File: config.mk
export PLATFORM = sky130hd
export DESIGN_NAME = dvmh_core
export DESIGN_NICKNAME = d
export VERILOG_FILES = /design/src/dvmh_pkg.sv /design/src/dvmh_core.sv /design/src/dvmh_fifo.sv
export SDC_FILE = /design/constraint.sdc
export NUM_CORES = 2
export LEC_CHECK = 0
export BUFFER_PORTS_ARGS = -buffer_cell sky130_fd_sc_hd__buf_2
export CORE_MARGIN = 2
export CORE_UTILIZATION = 35
export CTS_CLUSTER_DIAMETER = 150
export CTS_CLUSTER_SIZE = 10
export DETAILED_ROUTE_END_ITERATION = 12
export HOLD_SLACK_MARGIN = 0.15
export PLACE_DENSITY = 0.55
export SYNTH_ARGS = -nofsm -noshare
export SYNTH_HDL_FRONTEND = slang
export SYNTH_SLANG_ARGS = --single-unit
File: constraint.sdc
create_clock -name core_clk -period 15.17 [get_ports core_clk]
set_clock_uncertainty 0.1 [all_clocks]
set_input_delay 2.2755 -clock core_clk [delete_from_list [all_inputs] [get_ports core_clk]]
set_output_delay 2.2755 -clock core_clk [all_outputs]
set_load 0.01 [all_outputs]
File: src/dvmh_pkg.sv
package dvmh_pkg;

  // ****************************************
  // Control word layout
  // ****************************************
  localparam int         ADDR_W      = 7;
  localparam int         DATA_W      = 9;
  localparam int         WORD_W      = 16;
  localparam logic [6:0] ADDR_LEFT   = 7'h00;
  localparam logic [6:0] ADDR_RIGHT  = 7'h01;
  localparam logic [6:0] ADDR_MASTER = 7'h08;
  localparam logic [6:0] ADDR_ADCCTL = 7'h0C;
  localparam logic [6:0] ADDR_SWRST  = 7'h1F;
  localparam int         BIT_UPDATE  = 8;
  localparam int         BIT_HPD     = 3;
  localparam int         BIT_MPD     = 6;
  localparam logic [7:0] ATTEN_RST   = 8'hFF;
  localparam logic [8:0] ADCCTL_RST  = 9'h000;

  // ****************************************
  // Datapath
  // ****************************************
  localparam int          SAMPLE_W   = 24;
  localparam int          ACC_W      = 26;
  localparam logic [10:0] ZERO_RUN   = 11'h400;
  localparam int          HPF_SHIFT  = 11;
  localparam logic [7:0]  STEPS_6DB  = 8'h0C;
  localparam int          FIFO_DEPTH = 8;
  localparam int          FIFO_W     = SAMPLE_W + 1;

  // ****************************************
  // Timing
  // ****************************************
  localparam int         CLK_MHZ      = 200;
  localparam int         RAMP_STEP_NS = 640;
  localparam int         RAMP_CYCLES  = (RAMP_STEP_NS * CLK_MHZ + 999) / 1000;
  localparam logic [7:0] RAMP_LAST    = 8'(RAMP_CYCLES - 1);

  // Gain for 0..11 half-dB steps, unsigned 0.16
  function automatic logic [15:0] mant(input logic [3:0] r);
    case (r)
      4'h0:    mant = 16'hFFFF;
      4'h1:    mant = 16'hF1AE;
      4'h2:    mant = 16'hE429;
      4'h3:    mant = 16'hD766;
      4'h4:    mant = 16'hCB59;
      4'h5:    mant = 16'hBFF9;
      4'h6:    mant = 16'hB53C;
      4'h7:    mant = 16'hAB19;
      4'h8:    mant = 16'hA186;
      4'h9:    mant = 16'h987D;
      4'hA:    mant = 16'h8FF6;
      default: mant = 16'h87E8;
    endcase
  endfunction

endpackage

File: src/dvmh_core.sv
// Functional notes
// - Mute pin output flags 1024 zero samples
// - Decode on: zero run asserts pin, soft-mutes
// - Decode off: high on pin soft-mutes
// - Decode disable is bit 6, address 0x0C
// - Left attenuation 8 bits, resets 0xFF
// - Right attenuation 8 bits, resets 0xFF
// - Master attenuation sets every channel at once
// - Update clear only loads the intermediate latch
// - Update set moves all latches to active
// - Code 0 mutes, then 0.5dB steps
// - Write to 0x1F restores all register defaults
// - Reset state held until next write completes
// - DC-blocking highpass on each ADC channel
// - Filter band edges kept by surrounding filters
// - Highpass disable bit 3 bypasses filter
`timescale 1ns/100ps
`default_nettype none
module dvmh_core (
  input  wire logic        core_clk,
  input  wire logic        rst,
  input  wire logic        ctl_sclk,
  input  wire logic        ctl_sdin,
  input  wire logic        ctl_latch,
  input  wire logic        dac_in_valid,
  input  wire logic [23:0] dac_in_data,
  input  wire logic        dac_in_right,
  output logic             dac_in_ready,
  output logic             dac_out_valid,
  output logic      [23:0] dac_out_data,
  output logic             dac_out_right,
  input  wire logic        dac_out_ready,
  input  wire logic        adc_in_valid,
  input  wire logic [23:0] adc_in_data,
  input  wire logic        adc_in_right,
  output logic             adc_out_valid,
  output logic      [23:0] adc_out_data,
  output logic             adc_out_right,
  input  wire logic        mute_in,
  output logic             mute_out,
  output logic             mute_oe
);

  // ****************************************
  // Pin synchronisers
  // ****************************************
  logic [3:0] sync1_q;
  logic [3:0] sync2_q;
  logic       sclk_d1_q;
  logic       latch_d1_q;

  always_ff @(posedge core_clk) begin
    if (rst) begin
      sync1_q    <= 4'h0;
      sync2_q    <= 4'h0;
      sclk_d1_q  <= 1'b0;
      latch_d1_q <= 1'b0;
    end else begin
      sync1_q    <= {mute_in, ctl_latch, ctl_sdin, ctl_sclk};
      sync2_q    <= sync1_q;
      sclk_d1_q  <= sync2_q[0];
      latch_d1_q <= sync2_q[2];
    end
  end

  // ****************************************
  // Serial control port
  // ****************************************
  logic [15:0] shift_q;
  logic        wr;
  logic [6:0]  wr_addr;
  logic [8:0]  wr_data;

  always_ff @(posedge core_clk) begin
    if (rst) begin
      shift_q <= 16'h0000;
    end else if (sync2_q[0] && !sclk_d1_q) begin
      shift_q <= {shift_q[14:0], sync2_q[1]};
    end
  end

  assign wr      = sync2_q[2] && !latch_d1_q;
  assign wr_addr = shift_q[15:9];
  assign wr_data = shift_q[8:0];

  // ****************************************
  // Registers
  // ****************************************
  logic [7:0] lat_q [2];
  logic [7:0] act_q [2];
  logic [7:0] nlat  [2];
  logic [8:0] adcctl_q;
  logic       hold_q;
  logic       is_att;
  logic       mute_decode_disable;
  logic       hpd;

  assign is_att = (wr_addr == dvmh_pkg::ADDR_LEFT) || (wr_addr == dvmh_pkg::ADDR_RIGHT)
                  || (wr_addr == dvmh_pkg::ADDR_MASTER);
  assign mute_decode_disable    = adcctl_q[dvmh_pkg::BIT_MPD];
  assign hpd    = adcctl_q[dvmh_pkg::BIT_HPD];

  always_comb begin
    nlat[0] = lat_q[0];
    nlat[1] = lat_q[1];
    if (wr_addr == dvmh_pkg::ADDR_LEFT) begin
      nlat[0] = wr_data[7:0];
    end else if (wr_addr == dvmh_pkg::ADDR_RIGHT) begin
      nlat[1] = wr_data[7:0];
    end else if (wr_addr == dvmh_pkg::ADDR_MASTER) begin
      nlat[0] = wr_data[7:0];
      nlat[1] = wr_data[7:0];
    end
  end

  always_ff @(posedge core_clk) begin
    if (rst || (wr && wr_addr == dvmh_pkg::ADDR_SWRST)) begin
      lat_q[0] <= dvmh_pkg::ATTEN_RST;
      lat_q[1] <= dvmh_pkg::ATTEN_RST;
      act_q[0] <= dvmh_pkg::ATTEN_RST;
      act_q[1] <= dvmh_pkg::ATTEN_RST;
      adcctl_q <= dvmh_pkg::ADCCTL_RST;
    end else if (wr) begin
      if (is_att) begin
        lat_q[0] <= nlat[0];
        lat_q[1] <= nlat[1];
        if (wr_data[dvmh_pkg::BIT_UPDATE]) begin
          act_q[0] <= nlat[0];
          act_q[1] <= nlat[1];
        end
      end else if (wr_addr == dvmh_pkg::ADDR_ADCCTL) begin
        adcctl_q <= wr_data;
      end
    end
  end

  // Held state mutes and blanks both paths
  always_ff @(posedge core_clk) begin
    if (rst) begin
      hold_q <= 1'b0;
    end else if (wr) begin
      hold_q <= (wr_addr == dvmh_pkg::ADDR_SWRST);
    end
  end

  // ****************************************
  // Zero run detect and soft-mute
  // ****************************************
  logic        fifo_valid;
  logic [24:0] fifo_data;
  logic        take;
  logic [10:0] zcnt_q;
  logic        soft_mute_q;
  logic        run_full;

  assign run_full = (zcnt_q == dvmh_pkg::ZERO_RUN);

  always_ff @(posedge core_clk) begin
    if (rst) begin
      zcnt_q <= 11'h000;
    end else if (take) begin
      if (fifo_data[23:0] != 24'h00_0000) begin
        zcnt_q <= 11'h000;
      end else if (!run_full) begin
        zcnt_q <= zcnt_q + 11'h001;
      end
    end
  end

  always_ff @(posedge core_clk) begin
    if (rst) begin
      soft_mute_q <= 1'b0;
      mute_out    <= 1'b0;
      mute_oe     <= 1'b1;
    end else begin
      soft_mute_q <= mute_decode_disable ? sync2_q[3] : run_full;
      mute_out    <= !mute_decode_disable && run_full;
      mute_oe     <= !mute_decode_disable;
    end
  end

  // ****************************************
  // Gain ramp
  // ****************************************
  logic [7:0] tick_q;
  logic       tick;
  logic [7:0] ramp_q [2];

  assign tick = (tick_q == dvmh_pkg::RAMP_LAST);

  always_ff @(posedge core_clk) begin
    if (rst || tick) begin
      tick_q <= 8'h00;
    end else begin
      tick_q <= tick_q + 8'h01;
    end
  end

  // One half-dB step per tick avoids zipper noise
  for (genvar i = 0; i < 2; i++) begin : g_ramp
    logic [7:0] tgt;
    assign tgt = (soft_mute_q || hold_q) ? 8'h00 : act_q[i];
    always_ff @(posedge core_clk) begin
      if (rst) begin
        ramp_q[i] <= dvmh_pkg::ATTEN_RST;
      end else if (tick && ramp_q[i] < tgt) begin
        ramp_q[i] <= ramp_q[i] + 8'h01;
      end else if (tick && ramp_q[i] > tgt) begin
        ramp_q[i] <= ramp_q[i] - 8'h01;
      end
    end
  end

  // ****************************************
  // DAC sample path
  // ****************************************
  dvmh_fifo #(
    .WIDTH (dvmh_pkg::FIFO_W),
    .DEPTH (dvmh_pkg::FIFO_DEPTH)
  ) u_fifo (
    .clk       (core_clk),
    .rst       (rst),
    .in_valid  (dac_in_valid),
    .in_data   ({dac_in_right, dac_in_data}),
    .in_ready  (dac_in_ready),
    .out_valid (fifo_valid),
    .out_data  (fifo_data),
    .out_ready (take)
  );

  assign take = fifo_valid && (!dac_out_valid || dac_out_ready);

  logic [7:0]         code;
  logic [7:0]         att;
  logic [7:0]         quo;
  logic [7:0]         rem;
  logic signed [40:0] prod;
  logic signed [40:0] scaled;
  logic [5:0]         sh;
  logic [23:0]        gained;

  always_comb begin
    code   = ramp_q[fifo_data[24]];
    att    = dvmh_pkg::ATTEN_RST - code;
    quo    = att / dvmh_pkg::STEPS_6DB;
    rem    = att % dvmh_pkg::STEPS_6DB;
    prod   = $signed(fifo_data[23:0]) * $signed({1'b0, dvmh_pkg::mant(rem[3:0])});
    sh     = 6'h10 + {1'b0, quo[4:0]};
    scaled = prod >>> sh;
    gained = (code == 8'h00) ? 24'h00_0000 : scaled[23:0];
  end

  always_ff @(posedge core_clk) begin
    if (rst) begin
      dac_out_valid <= 1'b0;
      dac_out_data  <= 24'h00_0000;
      dac_out_right <= 1'b0;
    end else if (take) begin
      dac_out_valid <= 1'b1;
      dac_out_data  <= gained;
      dac_out_right <= fifo_data[24];
    end else if (dac_out_ready) begin
      dac_out_valid <= 1'b0;
    end
  end

  // ****************************************
  // ADC highpass
  // ****************************************
  logic [23:0]             xp_q [2];
  logic signed [25:0]      yp_q [2];
  logic signed [25:0]      y;
  logic [23:0]             ysat;
  logic                    ach;

  // Pole at 1 - 2^-11, within 0.002% of 0.9995
  always_comb begin
    ach = adc_in_right;
    y   = $signed({{2{adc_in_data[23]}}, adc_in_data})
          - $signed({{2{xp_q[ach][23]}}, xp_q[ach]})
          + yp_q[ach] - (yp_q[ach] >>> dvmh_pkg::HPF_SHIFT);
    if (y > $signed(26'h07F_FFFF)) begin
      ysat = 24'h7F_FFFF;
    end else if (y < $signed(26'h3F8_0000)) begin
      ysat = 24'h80_0000;
    end else begin
      ysat = y[23:0];
    end
  end

  // Band edges belong to the decimator; corner here sits far below them
  always_ff @(posedge core_clk) begin
    if (rst) begin
      xp_q[0]       <= 24'h00_0000;
      xp_q[1]       <= 24'h00_0000;
      yp_q[0]       <= 26'sh000_0000;
      yp_q[1]       <= 26'sh000_0000;
      adc_out_valid <= 1'b0;
      adc_out_data  <= 24'h00_0000;
      adc_out_right <= 1'b0;
    end else begin
      adc_out_valid <= adc_in_valid;
      if (adc_in_valid) begin
        xp_q[ach]     <= adc_in_data;
        yp_q[ach]     <= hpd ? 26'sh000_0000 : y;
        adc_out_right <= ach;
        if (hold_q) begin
          adc_out_data <= 24'h00_0000;
        end else begin
          adc_out_data <= hpd ? adc_in_data : ysat;
        end
      end
    end
  end
endmodule
`default_nettype wire

File: src/dvmh_fifo.sv
`timescale 1ns/100ps
`default_nettype none
module dvmh_fifo #(
  parameter int WIDTH = 25,
  parameter int DEPTH = 8
) (
  input  wire logic             clk,
  input  wire logic             rst,
  input  wire logic             in_valid,
  input  wire logic [WIDTH-1:0] in_data,
  output logic                  in_ready,
  output logic                  out_valid,
  output logic      [WIDTH-1:0] out_data,
  input  wire logic             out_ready
);

  localparam int PW = $clog2(DEPTH);
  localparam int CW = $clog2(DEPTH + 1);

  logic [WIDTH-1:0] mem_q [DEPTH];
  logic [PW-1:0]    wptr_q;
  logic [PW-1:0]    rptr_q;
  logic [CW-1:0]    cnt_q;
  logic [CW-1:0]    cnt_d;
  logic             push;
  logic             pop;

  assign push = in_valid && in_ready;
  // Read data always leaves through the output register
  assign pop  = (!out_valid || out_ready) && (cnt_q != '0);

  always_comb begin
    cnt_d = cnt_q;
    if (push && !pop) begin
      cnt_d = cnt_q + CW'(1);
    end else if (pop && !push) begin
      cnt_d = cnt_q - CW'(1);
    end
  end

  always_ff @(posedge clk) begin
    if (push) begin
      mem_q[wptr_q] <= in_data;
    end
  end

  always_ff @(posedge clk) begin
    if (rst) begin
      wptr_q   <= '0;
      rptr_q   <= '0;
      cnt_q    <= '0;
      in_ready <= 1'b1;
    end else begin
      if (push) begin
        wptr_q <= (wptr_q == PW'(DEPTH - 1)) ? '0 : wptr_q + PW'(1);
      end
      if (pop) begin
        rptr_q <= (rptr_q == PW'(DEPTH - 1)) ? '0 : rptr_q + PW'(1);
      end
      cnt_q    <= cnt_d;
      in_ready <= (cnt_d != CW'(DEPTH));
    end
  end

  always_ff @(posedge clk) begin
    if (rst) begin
      out_valid <= 1'b0;
      out_data  <= '0;
    end else if (pop) begin
      out_valid <= 1'b1;
      out_data  <= mem_q[rptr_q];
    end else if (out_ready) begin
      out_valid <= 1'b0;
    end
  end

endmodule
`default_nettype wire

# Yosys cells after proc, flatten, opt, wreduce, memory -nomap -nowiden
# Memories as Yosys holds them, arrays and structs flattened. A register that Yosys moved wholly into a read port is not among the register bits.
# Index checks and enable logic that the tools add are counted.
[totals] mem_count=7 in_bits=59 mem_bits_ro=240 out_inout_bits=55 word_cells=181 ram_bits=348 ff_bits=120
[mem_list] memory="(no name shown)" words=16 word_bits=15 read_ports=1 rd_clocked_by_memory_dff=0 write_ports=0 line_no="dvmh_pkg.sv:41" text="case (r)"
[mem_list] memory="u_fifo.mem_q" words=8 word_bits=25 read_ports=1 rd_clocked_by_memory_dff=1 write_ports=1 line_no="dvmh_fifo.sv:20" text="logic [WIDTH-1:0] mem_q [DEPTH];"
[mem_list] memory="yp_q" words=2 word_bits=26 read_ports=1 rd_clocked_by_memory_dff=0 write_ports=2 line_no="dvmh_core.sv:271" text="logic signed [25:0] yp_q [2];"
[mem_list] memory="xp_q" words=2 word_bits=24 read_ports=1 rd_clocked_by_memory_dff=0 write_ports=2 line_no="dvmh_core.sv:270" text="logic [23:0] xp_q [2];"
[mem_list] memory="act_q" words=2 word_bits=8 read_ports=2 rd_clocked_by_memory_dff=0 write_ports=2 line_no="dvmh_core.sv:90" text="logic [7:0] act_q [2];"
[mem_list] memory="lat_q" words=2 word_bits=8 read_ports=2 rd_clocked_by_memory_dff=0 write_ports=2 line_no="dvmh_core.sv:89" text="logic [7:0] lat_q [2];"
[mem_list] memory="+1 memories"
[op_classes] multipliers=1 n_shift=1 magnitude_cmp=6 n_eq_ne=10 bitwise=9 reduce_logical=37 div=2 n_mux=70 n_addsub=15
[op_table] cell="$mux W24" count=6
[op_table] cell="$mux W8" count=14
[op_table] cell="$mux W26" count=2
[op_table] cell="$mul A24 B17 Y41" count=1
[op_table] cell="$mux W1" count=41
[op_table] cell="$sshr A41 B6 Y24" count=1
[op_table] cell="$add A25 B26 Y26" count=1
[op_table] cell="$gt A26 B24 Y1 const B" count=1
[op_table] cell="$lt A26 B20 Y1 const B" count=1
[op_table] cell="$reduce_or A26 Y1" count=1
[op_table] cell="$sub A26 B15 Y26" count=1
[op_table] cell="$sub A24 B24 Y25" count=1
[op_table] cell="$add A8 B1 Y8 const B" count=3
[op_table] cell="$reduce_bool A24 Y1" count=1
[op_table] cell="$reduce_or A24 Y1" count=1
[op_table] cell="$mux W11" count=2
[op_table] cell="$gt A8 B8 Y1" count=2
[op_table] cell="$lt A8 B8 Y1" count=2
[op_table] cell="$mux W16" count=1
[op_table] cell="$sub A8 B1 Y8 const B" count=2
[op_table] cell="$eq A7 B4 Y1 const B" count=2
[op_table] cell="$logic_and A1 B1 Y1" count=13
[op_table] cell="$add A11 B1 Y11 const B" count=1
[op_table] cell="$eq A11 B11 Y1 const B" count=1
[op_table] cell="other kinds (25)" count=49

# Logic depth before layout (Yosys ltp)
[logic_depth] ltp_word=9 mapped_depth=45 mapped_depth_nobuf=39

# Cells and area by module
# From an unflattened synthesis, not the netlist that was laid out.
[hier_totals] cells_unflattened=3800 hier_area_um2=39615.5
[by_module_without_submodules] mod="dvmh_core" cells_each=3335 area_each_um2=30615.6 n_inst=1 seq_area_each_um2=6506.2
[by_module_without_submodules] mod="dvmh_fifo" cells_each=465 area_each_um2=8999.9 n_inst=1 seq_area_each_um2=6746.5

# Worst setup path before layout
# OpenSTA, ideal clock, no wires.
[synth_timing] path_kind="register to register" startpoint="memory ramp_q[0][6]" endpoint="register dac_out_data[13]" stages_incl_launch_ff=44 slack_ns=4.959 period_less_slack_ns=10.211 path_buffers=7 t_required_ns=14.947 setup_ns=0.123 arrival_ns=9.988 cell_sequence="edfxtp_1 -> buf_2 -> nor2b_2 -> nor3_1 -> a211oi_1 -> a21oi_1 -> or2_1 -> buf_2 -> or3_4 -> a31oi_4 -> ha_1 -> a31oi_1 -> and4_1 -> buf_4 -> xnor2_4 -> buf_2 -> nand2_1 -> o21ai_0 -> [... 8 more ...] -> fa_1 -> fa_1 -> inv_1 -> fa_1 -> inv_1 -> ha_1 -> clkbuf_1 -> nand2_1 -> or3_1 -> a211oi_1 -> o311a_1 -> o22ai_1 -> xnor2_1 -> buf_2 -> and2_1 -> o21ai_1 -> a2111oi_2 -> o21ai_1"
[synth_lines] item="start, declared" line_no="dvmh_core.sv:187" text="logic [7:0] ramp_q [2];"
[synth_lines] item="end signal, assigned" line_no="dvmh_core.sv:260" text="dac_out_data <= gained;"
[synth_lines] item="end, declared" line_no="dvmh_core.sv:30" text="output logic [23:0] dac_out_data,"

# Worst setup path in the final report
[layout_timing] startpoint="register u_fifo.out_data[24] (read register of u_fifo.mem_q)" endpoint="register dac_out_data[16]"
[layout_between] elab_chain_len=7 word_cells_on_any_way=10 cone_classes="add/sub: 2; mul: 1; div: 2; shift: 1; mux: 1; reduce/logical: 1; memory: 2"
[layout_rtl] item="start, declared" line_no="dvmh_fifo.sv:13" text="output logic [WIDTH-1:0] out_data,"
[layout_rtl] item="$mem_v2 Z2 W8 (*)"
[layout_rtl] item="$sub A8 B8 Y8" line_no="dvmh_core.sv:244" text="att = dvmh_pkg::ATTEN_RST - code;"
[layout_rtl] item="$mod A8 B4 Y8" line_no="dvmh_core.sv:246" text="rem = att % dvmh_pkg::STEPS_6DB;"
[layout_rtl] item="$mem_v2 Z16 W15"
[layout_rtl] item="$mul A24 B17 Y41" line_no="dvmh_core.sv:247" text="prod = $signed(fifo_data[23:0]) * $signed({1'b0, dvmh_pkg::mant(rem[3:0])});"
[layout_rtl] item="$sshr A41 B6 Y24" line_no="dvmh_core.sv:249" text="scaled = prod >>> sh;"
[layout_rtl] item="$mux W24 (*)" line_no="dvmh_core.sv:250" text="gained = (code == 8'h00) ? 24'h00_0000 : scaled[23:0];"
# Every way passes the cells marked *; elsewhere a longest branch is shown, timed or not.
# A chain may end at the register's enable or synchronous reset.

==> impl_results.md <==
* Number of remaining DRC errors at 0
* Largest net degree at the start of global routing at 73
* Hold Vio Cnt, Final at 0
* Fill cells at 11,000
* Ys flop type: edfxtp_1
* Hold path start: sync1_q[3]
* Clock buffer depth at 3
* Share of cells above drive strength 1 at a little under a tenth
* Wire per inst at 18.7 um
* Die width at 337 um
* H-tree Lvls at 2
* Synthesis-to-layout area growth at 9.59%
* RR Endpoint: dac_out_data[16]
* Worst Path Required at 15.56 ns
* Flops & latches, synth at 488
* Post-synth EDFFs at 348
* Hold EP: sync2_q[3]
* Synth cell types at 93
* Fmax at 74.3 MHz
* Total track usage at 17.6%
* Num rows at ~120
* Xor/xnor cell area share of the yosys netlist at approximately 1.9%
* Vias in the first global route at 27,800
* R2R depth at 32
* Initial Util at between 30% and 40%
* Synthesized net count at 4,340
* Most frequent CP cell: fa_1
* R2r startpoint: u_fifo.out_data[24]
* Slew Viols, Final at 0
* Total CTS buffers at 55
* Gpl congestion at 0.870
* Ranking of synthesized cells by area: edfxtp_1 27%, fa_1 22%, dfxtp_1 7.2%
* Post-CTS sizing at 0
* Synth Area in Simple Gates at 13.8%
* Hold depth at 1
* Area of the multi-input gates at 22,900 sq um
* Critical-path top delay cell: fa_1
* Clock root cell: clkbuf_16
* Clk sinks at 488
* Final period util at 88.8%
* First-pass GRT wire length at 158,000 um
* Critical Path AT at 13.86 ns
* GR Overflow Total at 0
* Dpl hpwl at 71,900 um
* RSZ-0062 raised after global routing: no
* Num ports at 114
* Crit path launch type: flop
* Storage cell area at ~13,000 sq um
* First drt pass iteration count at 5
* Final WL at a little under 100,000 um
* Mux contribution to synthesized area at 6.63%
* Vias post-DR at about 27,000
* Max Fanout on Critical Path at 38
* Post-synth ARST share at 0%
* CP endpoint kind: flop
* Die Height at 337 um
* Die area at 113,000 sq um
* Clock Latency Late Sink at 0.63 ns
* Area leader, netlist: edfxtp_1
* Setup violations, final at 0
* Port Buffers at 113
* Synth Instances at 3,687
* CTS tree: done
* Hold Path Class: reg2reg
* Setup CP Type: reg2reg
* Largest family of logic cells by synthesized area: adder cells
* Syn avg cell area at roughly 11 sq um
* Post-Place Cells at 5,153
* Status: finished, final reports clean
* Seq/Total Area, Yosys at 34.2%
* Post-route ant nets at 0
* Final #Nets at about 4,400
* Reg2Reg Setup Slack at 1.71 ns
* Warnings, synthesis at 0
* # hold bufs at CTS at 0
* Iteration-0 DRC Markers at 1,730
* Max-Cap Viols at 0
* Adder-cell share of the synthesized area at 27.5%
* Core area at 110,000 sq um
* Tmin final at 13.46 ns
* Worst Max-Slew Pin Slew at 1.18 ns
* Synth Area in Compound Gates at 8.94%
* Non-Filler Instances at around 5,300
* Initial antenna violation count at 2
* Clk pin slew, worst setup/hold paths at 0.06 ns
* Post-CTS setup buffers at 0
* CP peak stage delay at ~0.95 ns
* Via density at just over 5
* Setup TNS Final at 0 ns
* Final Hold Slack at 0.330 ns
* Synth top area share at about 27%
* Slew margin rel. at 21.2%
* Mapped Area at approximately 39,000 sq um
==> sequential cells by signal, summed over array words and instances, names as in the netlist, 2 cells and up <==
name / flops
zcnt_q: 11
shift_q: 16
lat_q: 16
tick_q: 8
sync2_q: 4
yp_q: 52
sync1_q: 4
adc_out_data: 24
act_q: 16
u_fifo.rptr_q: 3
ramp_q: 16
adcctl_q: 2
dac_out_data: 24
u_fifo.cnt_q: 4
xp_q: 48
u_fifo.mem_q: 200
u_fifo.wptr_q: 3
u_fifo.out_data: 25
==> cells in the mapped netlist, types with 60 or more instances <==
cell type and n:
inv_1 524, nand2_1 457, fa_1 428, edfxtp_1 348
nor2_1 188, and2_1 179, ha_1 166, dfxtp_1 140
a21oi_1 127, clkbuf_1 121, mux2i_1 111, o21ai_0 83
nor3_1 60
==> metrics by stage <==
stage               setup WS [ns]  utilization (%)  instance area (sq um)
finish                       1.71             38.5                  42400
global route                0.691             38.5                  42400
CTS                          1.83             38.5                  42400
detailed placement           1.91             37.0                  40800
global placement             2.08             37.0                  40800
floorplan                    4.96                -                  38700
==> cells in the final DEF, fill, tap and decap left out, types with 48 or more instances in the layout <==
| master | instances |
|---|---|
| o21ai_0 | 83 |
| a21oi_1 | 126 |
| buf_2 | 111 |
| nand3_1 | 56 |
| nor2_1 | 183 |
| mux4_2 | 50 |
| dfxtp_1 | 137 |
| edfxtp_1 | 348 |
| nor3_1 | 56 |
| nand2_1 | 457 |
| ha_1 | 166 |
| mux2i_1 | 110 |
| clkbuf_16 | 55 |
| inv_1 | 524 |
| fa_1 | 428 |
| xnor2_1 | 48 |
| and2_1 | 179 |
==> how the worst max path moves through the flow <==
stage	from	to	slack, ns	cells past startpoint
after CTS	u_fifo.out_data[24]	dac_out_data[19]	1.83	32
after floorplan	ramp_q[0][6]	dac_out_data[13]	4.96	43
after global placement	u_fifo.out_data[24]	dac_out_data[16]	2.08	32
after detailed placement	u_fifo.out_data[24]	dac_out_data[19]	1.91	32
final	u_fifo.out_data[24]	dac_out_data[16]	1.71	32
after global routing	u_fifo.out_data[24]	dac_out_data[16]	0.69	32
==> logic make-up after synthesis <==
| kind of cell | count (synthesis) |
|---|---|
| AO/OA/AOI/OAI | 508 |
| XOR/XNOR | 82 |
| flip-flops | 488 |
| buffers and inverters | 700 |
| multiplexers | 188 |
| AND/OR/NAND/NOR | 1126 |
| adder cells (fa/ha/maj) | 595 |
==> per-layer routing <==
layer | routed length (um) | track usage (%) | part of all wire (%) | vias to the layer above
li1 | - | - | - | 12400
met1 | 43700 | 23.6 | 44 | 13400
met4 | 1790 | 3.98 | 1.8 | 0
met2 | 49300 | 31.0 | 50 | 521
met5 | 0 | 0 | 0 | -
met3 | 3450 | 1.50 | 3.5 | 119
==> final cells by class <==
cell class | instances | share of cell area [%]
timing repair buffer | 154 | 2.07
sequential | 488 | 31.2
clock inverter | 5 | 0.165
tap | 1488 | 4.39
clock buffer | 98 | 3.62
inverter | 524 | 4.64
multi-input combinational | 2499 | 53.9
antenna | 2 | 0.0118
==> worst max-delay path: cells and delay by family (launching register included) <==
kind                     cells  cell delay [ns]
flip-flops                   1             0.60
XOR/XNOR                     1             0.82
AO/OA/AOI/OAI                9             2.68
buffers and inverters        2             0.10
multiplexers                 2             1.39
AND/OR/NAND/NOR             10             3.43
adder cells (fa/ha/maj)      8             4.18
Power is left out: the tool's default activity adds up to more than one toggle a clock period on the data nets, which glitch-free logic cannot reach.
